==> src/shared/power_good_supervisor_regs.vh <==
// Constants of the power-good supervisor: timing, offsets, fields, reset values
`ifndef POWER_GOOD_SUPERVISOR_REGS_VH
`define POWER_GOOD_SUPERVISOR_REGS_VH

// ----------------------------------------------------------------------------
// Clock and timing
// ----------------------------------------------------------------------------
`define PGS_CLK_HZ          20000000
`define PGS_CYC_PER_MS      (`PGS_CLK_HZ / 1000)
`define PGS_BUCK_DG_MS      2
`define PGS_LIN_DG_MS       1
`define PGS_MON_START_MS    5
`define PGS_PB_DG_MS        50
`define PGS_REQ_DG_MS       50
`define PGS_HRST_DG_MS      30
`define PGS_HOLD_S          8
`define PGS_DLY0_MS         20
`define PGS_DLY1_MS         100
`define PGS_DLY2_MS         200
`define PGS_DLY3_MS         400
`define PGS_BUCK_DG_CYC     (`PGS_BUCK_DG_MS * `PGS_CYC_PER_MS)
`define PGS_LIN_DG_CYC      (`PGS_LIN_DG_MS * `PGS_CYC_PER_MS)
`define PGS_MON_START_CYC   (`PGS_MON_START_MS * `PGS_CYC_PER_MS)
`define PGS_PB_DG_CYC       (`PGS_PB_DG_MS * `PGS_CYC_PER_MS)
`define PGS_REQ_DG_CYC      (`PGS_REQ_DG_MS * `PGS_CYC_PER_MS)
`define PGS_HRST_DG_CYC     (`PGS_HRST_DG_MS * `PGS_CYC_PER_MS)
`define PGS_HOLD_CYC        (`PGS_HOLD_S * 1000 * `PGS_CYC_PER_MS)
`define PGS_DLY0_CYC        (`PGS_DLY0_MS * `PGS_CYC_PER_MS)
`define PGS_DLY1_CYC        (`PGS_DLY1_MS * `PGS_CYC_PER_MS)
`define PGS_DLY2_CYC        (`PGS_DLY2_MS * `PGS_CYC_PER_MS)
`define PGS_DLY3_CYC        (`PGS_DLY3_MS * `PGS_CYC_PER_MS)

// ----------------------------------------------------------------------------
// Register offsets (byte addresses)
// ----------------------------------------------------------------------------
`define PGS_ADDR_CTRL       8'h00
`define PGS_ADDR_STATUS     8'h04
`define PGS_ADDR_INT        8'h08
`define PGS_ADDR_MASK       8'h0C

// ----------------------------------------------------------------------------
// Fields
// ----------------------------------------------------------------------------
`define PGS_CTRL_LIN_BIT    0
`define PGS_CTRL_DLY_LSB    1
`define PGS_CTRL_DLY_MSB    2
`define PGS_INT_RAIL_FAULT  0
`define PGS_INT_LONG_PRESS  1
`define PGS_INT_PB_CHANGE   2
`define PGS_INT_REQ_CHANGE  3
`define PGS_INT_HRST_ASSERT 4
`define PGS_INT_WIDTH       5

// ----------------------------------------------------------------------------
// Reset values
// ----------------------------------------------------------------------------
`define PGS_CTRL_RST        3'h0
`define PGS_INT_RST         5'h00
`define PGS_MASK_RST        5'h00
`define PGS_PIN_IDLE        3'h5

// ----------------------------------------------------------------------------
// Device states
// ----------------------------------------------------------------------------
`define PGS_ST_OFF          2'h0
`define PGS_ST_ACTIVE       2'h1
`define PGS_ST_SLEEP        2'h2
`define PGS_ST_RESET        2'h3

`endif

==> src/verilog/power_good_supervisor.v <==
// Power-good supervisor: rail monitors, pin filters, long-press detect, registers
//
// The strobed register port and the address map were chosen for this implementation.
`timescale 1ns/10ps
`include "power_good_supervisor_regs.vh"

// ----------------------------------------------------------------------------
// Level filter: output follows input once stable for LIMIT cycles
// ----------------------------------------------------------------------------
module pgs_level_filter #(
   parameter          LIMIT = 1000,
   parameter          W     = 28,
   parameter [0:0]    INIT  = 1'b0
) (
   input  wire        i_clk,
   input  wire        i_sys_rst,
   input  wire        i_level,
   output reg         o_level
);
   reg [W-1:0] cnt;                    // Stable-time counter

   // Count while input differs from accepted level
   always @(posedge i_clk) begin
      if (i_sys_rst) begin
         cnt     <= {W{1'b0}};
         o_level <= INIT;
      end else if (i_level == o_level) begin
         cnt <= {W{1'b0}};
      end else if (cnt == LIMIT[W-1:0] - 1'b1) begin
         // Stable long enough: accept
         o_level <= i_level;
         cnt     <= {W{1'b0}};
      end else begin
         cnt <= cnt + 1'b1;
      end
   end
endmodule // pgs_level_filter

// ----------------------------------------------------------------------------
// Top level
// ----------------------------------------------------------------------------
module power_good_supervisor #(
   parameter          W         = 28,
   parameter          BUCK_DG   = `PGS_BUCK_DG_CYC,
   parameter          LIN_DG    = `PGS_LIN_DG_CYC,
   parameter          MON_START = `PGS_MON_START_CYC,
   parameter          PB_DG     = `PGS_PB_DG_CYC,
   parameter          REQ_DG    = `PGS_REQ_DG_CYC,
   parameter          HRST_DG   = `PGS_HRST_DG_CYC,
   parameter          HOLD      = `PGS_HOLD_CYC,
   parameter          DLY0      = `PGS_DLY0_CYC,
   parameter          DLY1      = `PGS_DLY1_CYC,
   parameter          DLY2      = `PGS_DLY2_CYC,
   parameter          DLY3      = `PGS_DLY3_CYC
) (
   input  wire        i_clk,
   input  wire        i_sys_rst,
   input  wire [7:0]  i_addr,
   input  wire [31:0] i_wdata,
   input  wire        i_wr,
   input  wire        i_rd,
   output reg  [31:0] o_rdata,
   input  wire [6:0]  i_rail_enable,
   input  wire [6:0]  i_rail_in_regulation,
   input  wire [1:0]  i_device_state,
   input  wire        i_sequencer_done,
   input  wire        i_pushbutton_input_n,
   input  wire        i_power_request_pin,
   input  wire        i_hard_reset_pin_n,
   output reg         o_main_power_ok,
   output reg         o_aux_regulator_power_ok,
   output reg         o_power_down_request,
   output reg         o_long_press,
   output wire        o_pushbutton_pressed,
   output wire        o_power_request,
   output wire        o_hard_reset_asserted,
   output wire        o_irq
);
   // -------------------------------------------------------------------------
   // Declarations
   // -------------------------------------------------------------------------
   localparam [6:0] BASE_COVER = 7'h1F;  // Bucks [2:0], load switches [4:3]
   localparam [6:0] LIN_COVER  = 7'h60;  // Linear rails [6:5]
   reg  [2:0]  ctrl;                   // Linear include, delay select
   reg  [4:0]  int_status;             // Sticky event bits
   reg  [4:0]  int_mask;               // Interrupt enables
   reg  [2:0]  sync1;                  // Pin synchroniser stage 1
   reg  [2:0]  sync2;                  // Pin synchroniser stage 2
   reg  [2:0]  sync3;                  // Pin synchroniser stage 3
   reg  [2:0]  pin_agreed;             // Level once stages 2 and 3 agree
   wire [2:0]  pin_filt;               // Deglitched pins
   reg  [2:0]  pin_prev;               // Previous deglitched pins
   wire [6:0]  raw_fault;              // Undeglitched rail faults
   wire [6:0]  rail_fault;             // Deglitched rail faults
   reg         any_fault_prev;         // Edge detect for fault
   reg         fault_seen;             // Fault latched until resequence
   reg  [W-1:0] hold_cnt;              // Long-press counter
   reg         hold_done;              // Long press already reported
   reg  [W-1:0] rel_cnt;               // Release delay counter
   reg         released;               // Release delay elapsed
   reg  [W-1:0] rel_limit;             // Selected release delay
   wire [6:0]  main_cover;             // Rails under the main output
   wire        any_fault;              // Any deglitched rail fault
   wire        fault_evt;              // New fault this cycle
   wire        long_evt;               // Long press reached this cycle
   wire [4:0]  evt;                    // Event vector
   wire [4:0]  w1c;                    // Bits cleared by this write
   wire        pressed;                // Pushbutton held low

   // -------------------------------------------------------------------------
   // Pin synchronisers and filters
   // -------------------------------------------------------------------------
   wire [2:0] pin_raw = {i_hard_reset_pin_n, i_power_request_pin, i_pushbutton_input_n};
   // Three-stage synchroniser, change taken once stages agree
   always @(posedge i_clk) begin
      if (i_sys_rst) begin
         sync1      <= `PGS_PIN_IDLE;
         sync2      <= `PGS_PIN_IDLE;
         sync3      <= `PGS_PIN_IDLE;
         pin_agreed <= `PGS_PIN_IDLE;
      end else begin
         sync1 <= pin_raw;
         sync2 <= sync1;
         sync3 <= sync2;
         pin_agreed <= (sync2 & sync3) | (pin_agreed & (sync2 ^ sync3));
      end
   end

   genvar p;
   generate
      for (p = 0; p < 3; p = p + 1) begin : g_pin
         pgs_level_filter #(
            .LIMIT (p == 2 ? HRST_DG : (p == 1 ? REQ_DG : PB_DG)),
            .W     (W),
            .INIT  (p != 1)
         ) u_filt (
            .i_clk     (i_clk),
            .i_sys_rst (i_sys_rst),
            .i_level   (pin_agreed[p]),
            .o_level   (pin_filt[p])
         );
      end
   endgenerate

   assign pressed               = ~pin_filt[0];
   assign o_pushbutton_pressed  = pressed;
   assign o_power_request       = pin_filt[1];
   assign o_hard_reset_asserted = ~pin_filt[2];

   // -------------------------------------------------------------------------
   // Long-press detect
   // -------------------------------------------------------------------------
   assign long_evt = pressed & ~hold_done & (hold_cnt == HOLD[W-1:0] - 1'b1);
   always @(posedge i_clk) begin
      if (i_sys_rst) begin
         hold_cnt     <= {W{1'b0}};
         hold_done    <= 1'b0;
         o_long_press <= 1'b0;
      end else begin
         o_long_press <= long_evt;
         if (!pressed) begin
            hold_cnt  <= {W{1'b0}};
            hold_done <= 1'b0;
         end else if (long_evt) begin
            hold_done <= 1'b1;
         end else if (!hold_done) begin
            hold_cnt <= hold_cnt + 1'b1;
         end
      end
   end

   // -------------------------------------------------------------------------
   // Rail monitors
   // -------------------------------------------------------------------------
   genvar r;
   generate
      for (r = 0; r < 7; r = r + 1) begin : g_rail
         reg [W-1:0] mon_cnt;          // Monitor start counter
         reg         mon_on;           // Rail being checked
         always @(posedge i_clk) begin
            if (i_sys_rst) begin
               mon_cnt <= {W{1'b0}};
               mon_on  <= 1'b0;
            end else if (!i_rail_enable[r]) begin
               mon_cnt <= {W{1'b0}};
               mon_on  <= 1'b0;
            end else if (mon_cnt == MON_START[W-1:0] - 1'b1) begin
               mon_on <= 1'b1;
            end else begin
               mon_cnt <= mon_cnt + 1'b1;
            end
         end

         assign raw_fault[r] = i_rail_enable[r] & mon_on & ~i_rail_in_regulation[r];
         pgs_level_filter #(
            .LIMIT (r < 3 ? BUCK_DG : LIN_DG),
            .W     (W),
            .INIT  (1'b0)
         ) u_dg (
            .i_clk     (i_clk),
            .i_sys_rst (i_sys_rst),
            .i_level   (raw_fault[r]),
            .o_level   (rail_fault[r])
         );
      end
   endgenerate

   assign any_fault = |rail_fault;
   assign fault_evt = any_fault & ~any_fault_prev;

   // Fault latch and power-down request
   always @(posedge i_clk) begin
      if (i_sys_rst) begin
         any_fault_prev       <= 1'b0;
         fault_seen           <= 1'b0;
         o_power_down_request <= 1'b0;
      end else begin
         any_fault_prev <= any_fault;
         o_power_down_request <= fault_evt;
         if (fault_evt) begin
            fault_seen <= 1'b1;
         end else if (!i_sequencer_done) begin
            // New sequence clears it
            fault_seen <= 1'b0;
         end
      end
   end

   // -------------------------------------------------------------------------
   // Release delay
   // -------------------------------------------------------------------------
   // delay selector
   always @* begin
      case (ctrl[`PGS_CTRL_DLY_MSB:`PGS_CTRL_DLY_LSB])
         2'h0:    rel_limit = DLY0[W-1:0];
         2'h1:    rel_limit = DLY1[W-1:0];
         2'h2:    rel_limit = DLY2[W-1:0];
         default: rel_limit = DLY3[W-1:0];
      endcase
   end

   always @(posedge i_clk) begin
      if (i_sys_rst) begin
         rel_cnt  <= {W{1'b0}};
         released <= 1'b0;
      end else if (fault_seen || i_device_state == `PGS_ST_OFF ||
                   i_device_state == `PGS_ST_RESET) begin
         rel_cnt  <= {W{1'b0}};
         released <= 1'b0;
      end else if (!i_sequencer_done) begin
         rel_cnt <= {W{1'b0}};
      end else if (!released) begin
         if (rel_cnt >= rel_limit - 1'b1) begin
            released <= 1'b1;
         end else begin
            rel_cnt <= rel_cnt + 1'b1;
         end
      end
   end

   // -------------------------------------------------------------------------
   // Power-good outputs
   // -------------------------------------------------------------------------
   // base coverage
   assign main_cover = BASE_COVER | (ctrl[`PGS_CTRL_LIN_BIT] ? LIN_COVER : 7'h00);

   // Registered power-good levels
   always @(posedge i_clk) begin
      if (i_sys_rst) begin
         o_main_power_ok          <= 1'b0;
         o_aux_regulator_power_ok <= 1'b0;
      end else begin
         // low if all off or fault
         o_main_power_ok <= released && !fault_seen && !any_fault && (i_device_state == `PGS_ST_ACTIVE) &&
                            (|(i_rail_enable & main_cover)) && !(|(rail_fault & main_cover));
         o_aux_regulator_power_ok <= released && !fault_seen && !any_fault &&
                            (i_device_state == `PGS_ST_ACTIVE || i_device_state == `PGS_ST_SLEEP) &&
                            (|(i_rail_enable & LIN_COVER)) && !(|(rail_fault & LIN_COVER));
      end
   end

   // -------------------------------------------------------------------------
   // Events and interrupt
   // -------------------------------------------------------------------------
   assign evt[`PGS_INT_RAIL_FAULT]  = fault_evt;
   assign evt[`PGS_INT_LONG_PRESS]  = long_evt;
   assign evt[`PGS_INT_PB_CHANGE]   = pin_filt[0] ^ pin_prev[0];
   assign evt[`PGS_INT_REQ_CHANGE]  = pin_filt[1] ^ pin_prev[1];
   assign evt[`PGS_INT_HRST_ASSERT] = ~pin_filt[2] & pin_prev[2];
   assign w1c = (i_wr && i_addr == `PGS_ADDR_INT) ? i_wdata[4:0] : 5'h00;
   assign o_irq = |(int_status & int_mask);

   // Sticky status, set wins over clear
   always @(posedge i_clk) begin
      if (i_sys_rst) begin
         pin_prev   <= `PGS_PIN_IDLE;
         int_status <= `PGS_INT_RST;
      end else begin
         pin_prev   <= pin_filt;
         int_status <= (int_status & ~w1c) | evt;
      end
   end

   // -------------------------------------------------------------------------
   // Register bus
   // -------------------------------------------------------------------------
   // Register writes
   always @(posedge i_clk) begin
      if (i_sys_rst) begin
         ctrl     <= `PGS_CTRL_RST;
         int_mask <= `PGS_MASK_RST;
      end else if (i_wr) begin
         case (i_addr)
            `PGS_ADDR_CTRL: ctrl     <= i_wdata[2:0];
            `PGS_ADDR_MASK: int_mask <= i_wdata[4:0];
            default:        ;
         endcase
      end
   end

   // Read data one cycle after the strobe
   always @(posedge i_clk) begin
      if (i_sys_rst) begin
         o_rdata <= 32'h0;
      end else if (i_rd) begin
         case (i_addr)
            `PGS_ADDR_CTRL:   o_rdata <= {29'h0, ctrl};
            `PGS_ADDR_STATUS: o_rdata <= {16'h0, rail_fault, 2'h0, fault_seen, released, ~pin_filt[2], pin_filt[1],
                                          pressed, o_aux_regulator_power_ok, o_main_power_ok};
            `PGS_ADDR_INT:    o_rdata <= {27'h0, int_status};
            `PGS_ADDR_MASK:   o_rdata <= {27'h0, int_mask};
            default:          o_rdata <= 32'h0;
         endcase
      end else begin
         o_rdata <= 32'h0;
      end
   end
endmodule // power_good_supervisor

==> config.mk <==
export PLATFORM = sky130hd
export DESIGN_NAME = power_good_supervisor
export DESIGN_NICKNAME = d
export VERILOG_FILES = /design/src/verilog/power_good_supervisor.v
export VERILOG_INCLUDE_DIRS = /design/src /design/src/shared
export SDC_FILE = /design/constraint.sdc
export NUM_CORES = 1
export LEC_CHECK = 0
export BUFFER_PORTS_ARGS = -buffer_cell sky130_fd_sc_hd__buf_2
export CORE_MARGIN = 3
export CORE_UTILIZATION = 36
export DETAILED_ROUTE_END_ITERATION = 8
export GPL_ROUTABILITY_DRIVEN = 0
export SLEW_MARGIN = 10
export SYNTH_ARGS = -nofsm -noshare
export SYNTH_HDL_FRONTEND = slang
export SYNTH_SLANG_ARGS = --single-unit
==> constraint.sdc <==
create_clock -name i_clk -period 2.6 [get_ports i_clk]
set_input_delay 0.26 -clock i_clk [delete_from_list [all_inputs] [get_ports i_clk]]
set_output_delay 0.26 -clock i_clk [all_outputs]
set_load 0.02 [all_outputs]
==> results.tsv, run 1 <==
metric	value	unit
status	complete, but fails checks	
violations	setup timing	
cts-root-buf	clkbuf_16	
slew_violations	0	
overflow	0	
routed_wl	55600	microns
fin_ws	-0.0472	ns
synthTopCellsByArea	dfxtp_1, xor2_1, nor2_1	
die_area	77300	sq um
nNetsFinal	3323	
yosysTopAreaCell	dfxtp_1	
tightest_slew	0.911	ns
start_util	36.4	%
fin_cells	4224	
holdCritPathClass	in -> reg	
synth_async_sr_flop_share	0	%
synthToLayoutAreaGrowth	15.9	%
cts_tree	built	
dieHeight	278	microns
cts_sinks	599	
crit_chain	buf_6, ha_1, ha_4, nand4_1, or2_4, or4_4, o2111a_2, or3b_1, a21oi_1	
synth_area	26600	sq um
io_pins	104	
port_buffers	58	
finClkSkew	0.0178	ns
ys_seq_area_share	45.0	%
synth.most_common_cell	nor2_1	
fin_crit	2.65	ns
crit_type	reg -> reg	
crit_slowest_cell	or4_4	
clk_latency	0.60	ns
cp-end-kind	flop	
grt_max_degree	31	
ys_ff_latch	599	
slew-limit-headroom	39.2	%
drtAntennaViolNets	0	
drv_cap	0	
finalHoldViolCount	0	
startpoint_type	flop	
drc	0	
cp.required	3.06	ns
synth_top_area_share	45.0	%
post-dp-hpwl	38100	microns
grt_pass1_vias	19100	
core_area	73100	sq um
die_x	278	microns
grtUsageTotal	14.2	%
p_leak	10.3	nW
power	19.4	mW
rsz0062_at_grt	true	
place_inst	4083	
synth_edf_count	0	
fmax	378	MHz
avgRoutedWirePerCell	13.2	microns
synthTopCellsByCount	nor2_1, dfxtp_1, xor2_1	
ys_warn_count	0	
slowest_delay	0.62	ns
antenna_found_initial	3	
p_per_area	628	nW/um^2
syn_inst	3092	
ir_worst_vdd	0.502	mV
fin_crit_sh	102	%
vias_per_cell	4.91	
detail_route.iter0.violations	1152	
rows	99	
post-place-ws	-0.102	ns
cts_max_path_buffers	3	
grt_first_pass_wirelength	93900	microns
clk_pin_slew	0.06	ns
arrival	3.11	ns
synthFlopType	dfxtp_1	
drive_gt1_share	9.44	%
dr.pass1.iters	5	
avgSynthCellArea	8.61	sq um
finalSetupViolations	20	
h-tree-depth	3	
routed-via-count	20700	
crit_path_max_fanout	7	
synth_cell_type_count	64	
cts_buffers	70	
-- worst paths after layout --
| path | to | start | cells past startpoint | slack [ns] |
|---|---|---|---|---|
| worst max-delay path | rel_cnt[23] | ctrl[2] | 9 | -0.05 |
| worst min-delay path | g_rail[3].u_dg.o_level | i_sys_rst | 2 | 0.04 |
| worst max register to register | rel_cnt[23] | ctrl[2] | 9 | -0.05 |
| worst min register to register | o_power_down_request | any_fault_prev | 1 | 0.44 |
-- logic make-up after synthesis --
kind of cell               after synthesis  synth area share [%]
AOI/OAI and AO/OA                      186                  4.26
xor gates and xnor gates               442                  14.5
adders and majority gates               50                  2.35
buffers and inverters                  176                  2.82
DFF                                    599                  45.0
muxes                                   31                  1.19
other                                    2                0.0282
and+or+nand+nor                       1606                  29.8
-- what timing repair did --
action / CTS / global route
pin swaps: 20 / 7
gates cloned: 0 / 1
hold endpoints to repair: 14 / 0
hold buffers: 8 / 0
endpoints found under the setup margin: 22 / 25
gates resized for setup: 16 / 10
setup buffers: 3 / 1
-- power breakdown --
part           internal, mW  switching [mW]  total [mW]
Combinational        0.0743           0.175       0.249
Clock                  5.99            3.93        9.92
Sequential             9.20          0.0158        9.21
Total                  15.3            4.12        19.4
-- state kept, by name, indices dropped and copies added, names as in the netlist, 3 cells and up --
register              flops
ctrl                      3
g_pin.u_filt.cnt         84
g_pin.u_filt.o_level      3
g_rail.mon_cnt          196
g_rail.mon_on             7
g_rail.u_dg.cnt         196
g_rail.u_dg.o_level       7
hold_cnt                 28
int_mask                  5
int_status                5
o_rdata                  14
pin_agreed                3
pin_prev                  3
rel_cnt                  28
sync1                     3
sync2                     3
sync3                     3
-- cell type report --
class                           instances  area, sq um
Clock buffer                           90         2010
Tap cell                              959         1200
Antenna cell                            2         5.00
Sequential cell                       599        12000
Timing Repair Buffer                  134          905
Fill cell                            7287        42200
Clock inverter                         36          354
Multi-Input combinational cell       2336        14100
Inverter                               68          263
-- routing by layer --
| layer | wire [microns] | share of wire (%) | global-route usage [%] | vias to the layer above |
|---|---|---|---|---|
| li1 | - | - | - | 10800 |
| met1 | 29100 | 52 | 20.6 | 9542 |
| met2 | 22800 | 41 | 20.9 | 247 |
| met3 | 2420 | 4.3 | 3.35 | 96 |
| met4 | 1330 | 2.4 | 4.21 | 2 |
| met5 | 11 | 0.020 | 0 | - |
-- through the flow --
step           utilization [%]  cell area, sq um  hold slack [ns]  TNS, ns
2_1_floorplan                -             26800            0.364  -0.0185
5_1_grt                   42.2             30900           0.0349    -3.07
3_3_place_gp              38.7             28300            0.415   -0.836
4_1_cts                   42.1             30800          0.00291   -0.377
6_report                  42.2             30900           0.0411   -0.621
3_5_place_dp              38.7             28300            0.421    -1.34
-- worst max-delay path: cells and delay by family (launching register included) --
kind / cells / cell delay (ns)
adder cells (fa/ha/maj): 2 / 0.47
AO/OA/AOI/OAI: 2 / 0.40
AND/OR/NAND/NOR: 4 / 1.14
buffers and inverters: 1 / 0.12
flip-flops: 1 / 0.38
-- placed cells by master, fill, tap and decap left out, types with 6 or more instances in the layout --
cell	instances
or3_1	62
o21ai_0	50
nor4b_1	13
conb_1	20
nand4_1	125
and2_1	23
nand3_1	186
or2_2	12
buf_2	58
nor3_1	64
clkinvlp_4	6
dfxtp_1	597
or4_1	22
xor2_1	264
nor3b_1	8
nand2_1	218
ha_1	42
dlygate4sd3_1	8
inv_6	6
nor4_1	70
clkbuf_8	12
and3_1	92
a21oi_1	75
buf_4	64
inv_1	65
mux2_2	6
o211ai_1	7
and4_1	49
clkbuf_16	73
nor2b_1	16
o31ai_1	10
mux2i_1	25
xnor2_1	178
ha_4	8
nor2_1	612
clkinv_2	19
Power figures use the tool's default switching activity.
==> run 2: changes to the inputs <==
--- a/config.mk
+++ b/config.mk
@@ -7,10 +7,13 @@
 export NUM_CORES = 1
 export LEC_CHECK = 0
 export BUFFER_PORTS_ARGS = -buffer_cell sky130_fd_sc_hd__buf_2
+export CAP_MARGIN = 20
 export CORE_MARGIN = 3
 export CORE_UTILIZATION = 36
+export CTS_CLUSTER_SIZE = 12
 export DETAILED_ROUTE_END_ITERATION = 8
 export GPL_ROUTABILITY_DRIVEN = 0
+export MAX_ROUTING_LAYER = met4
 export SLEW_MARGIN = 10
 export SYNTH_ARGS = -nofsm -noshare
 export SYNTH_HDL_FRONTEND = slang
==> run 2 against run 1 <==
Against the previous run:
- the flow still finishes with violations (setup timing)
- critical path depth unchanged
- worst setup slack better by 0.0012 ns
- cell area rose by 0.19%
- hold slack better by 0.00091 ns
- utilization rose by 0.082 points
- final cell count did not move
- clock skew hardly changed
==> results.tsv, run 2 (synthesis results as in run 1) <==
metric	value	unit
layout_common_cells	nor2_1, dfxtp_1, xor2_1, nand2_1, nand3_1	
critPathLaunch	ctrl[2]	
dr_wl_met2	22800	microns
finalSetupTns	-0.580	ns
grt_first_pass_wirelength	94000	microns
status	complete, but fails checks	
antenna_found_initial	3	
drc	0	
routed-via-count	20700	
crit_path_max_fanout	7	
rsz0062_at_grt	true	
finClkSkew	0.0180	ns
top_layer_used	met4	
synthToLayoutAreaGrowth	16.1	%
fin_ws	-0.0459	ns
power	19.6	mW
avgRoutedWirePerCell	13.2	microns
crit_type	reg -> reg	
post-place-ws	-0.102	ns
drtAntennaViolNets	0	
overflow	0	
ff2ff_path_depth	9	
cp.required	3.06	ns
crit_path_end	rel_cnt[23]	
p_leak	10.4	nW
core_area	73100	sq um
vias_per_cell	4.91	
drv_cap	0	
cts_sinks	599	
cp-end-kind	flop	
wl_met3	2610	microns
reg_top3	g_rail.mon_cnt: 196 flops, g_rail.u_dg.cnt: 196 flops, g_pin.u_filt.cnt: 84 flops	
drive_gt1_share	9.29	%
die_x	278	microns
slew-limit-headroom	38.9	%
violations	setup timing	
postLayoutCoreUtil	42.3	%
ir_worst_vdd	0.506	mV
dr.pass1.iters	5	
clk_pin_slew	0.06	ns
finalSetupViolations	19	
holdCritPathClass	in -> reg	
nNetsFinal	3323	
rows	99	
cts-root-buf	clkbuf_16	
port_buffers	58	
reg2reg_slack	-0.05	ns
final_common_cell	nor2_1	
die_area	77300	sq um
crit_slowest_cell	or4_4	
wl_met1	28900	microns
grtUsageTotal	14.7	%
fin_crit_sh	102	%
slowest_delay	0.62	ns
cts_buffers	70	
dieHeight	278	microns
fmax	378	MHz
postLayoutCellArea	30900	sq um
finalHoldViolCount	0	
slew_violations	0	
startpoint_type	flop	
p_per_area	635	nW/um^2
fin_crit	2.65	ns
grt_pass1_vias	19100	
start_util	36.4	%
whs_path_depth	2	
arrival	3.11	ns
routed_wl	55600	microns
tightest_slew	0.909	ns
post-dp-hpwl	38100	microns
detail_route.iter0.violations	1221	
cts_max_path_buffers	3	
crit_chain	buf_6, ha_1, ha_4, nand4_1, or2_4, or4_4, o2111a_2, or3b_1, a21oi_1	
clk_latency	0.60	ns
grt_max_degree	31	
rr_endpoint	rel_cnt[23]	
placed_area	28300	sq um
io_pins	104	
h-tree-depth	3	
reg2reg_from	ctrl[2]	
cts_tree	built	
run 2: cell types whose count changed in the layout (fill, tap and decap cells not counted), moves of 2 or more:
cell / delta
clkbuf_1: +4
bufinv_16: +2
clkinvlp_4: -5
clkinv_2: -5
clkbuf_8: +3
run 2: repair_timing:
item | 4_1_cts | 5_1_grt
gates resized for setup | 16 | 10
hold buffers | 8 | 0
buffers inserted | 3 | 1
pin swaps | 21 | 7
gates cloned | 0 | 1
hold endpoints to repair | 14 | 0
setup endpoints to repair | 22 | 25
run 2: power by group:
group,switching (mW),total (mW),internal (mW)
Combinational,0.174,0.248,0.0742
Sequential,0.0159,9.21,9.20
Clock,3.89,10.2,6.27
Total,4.08,19.6,15.5
run 2: stage by stage:
stage          hold slack, ns  cells
2_1_floorplan           0.364   3110
3_3_place_gp            0.415   4083
3_5_place_dp            0.421   4083
4_1_cts               0.00291   4219
5_1_grt                0.0354   4224
6_report               0.0420   4224
run 2: layout make-up:
cell class	count	area (sq um)
repair buffers	134	905
multi-input cells	2336	14100
clock buffers	97	2070
fillers	7286	42200
inverters	68	263
diodes	3	7.51
flip-flops and latches	599	12000
well taps	959	1200
clock inverters	28	352
run 2: worst min-delay path by stage:
| stage | endpoint | startpoint |
|---|---|---|
| final | g_rail[0].u_dg.o_level | i_sys_rst |
| after global routing | int_mask[4] | i_wdata[4] |
| after CTS | int_mask[4] | i_wdata[4] |
| after detailed placement | o_power_down_request | any_fault_prev |
| after global placement | o_power_down_request | any_fault_prev |
| after floorplan | sync1[0] | i_pushbutton_input_n |
run 2: critical path, delay by kind of cell (launching register included):
family / cells / cell delay, ns
flip-flops: 1 / 0.38
buffers and inverters: 1 / 0.12
adder cells (fa/ha/maj): 2 / 0.47
AND/OR/NAND/NOR: 4 / 1.14
AO/OA/AOI/OAI: 2 / 0.41
run 2: layer usage:
metal | up-vias | track usage [%]
met5 | - | -
met4 | 0 | 4.20
met3 | 109 | 3.33
met2 | 265 | 21.0
met1 | 9521 | 20.7
li1 | 10800 | -
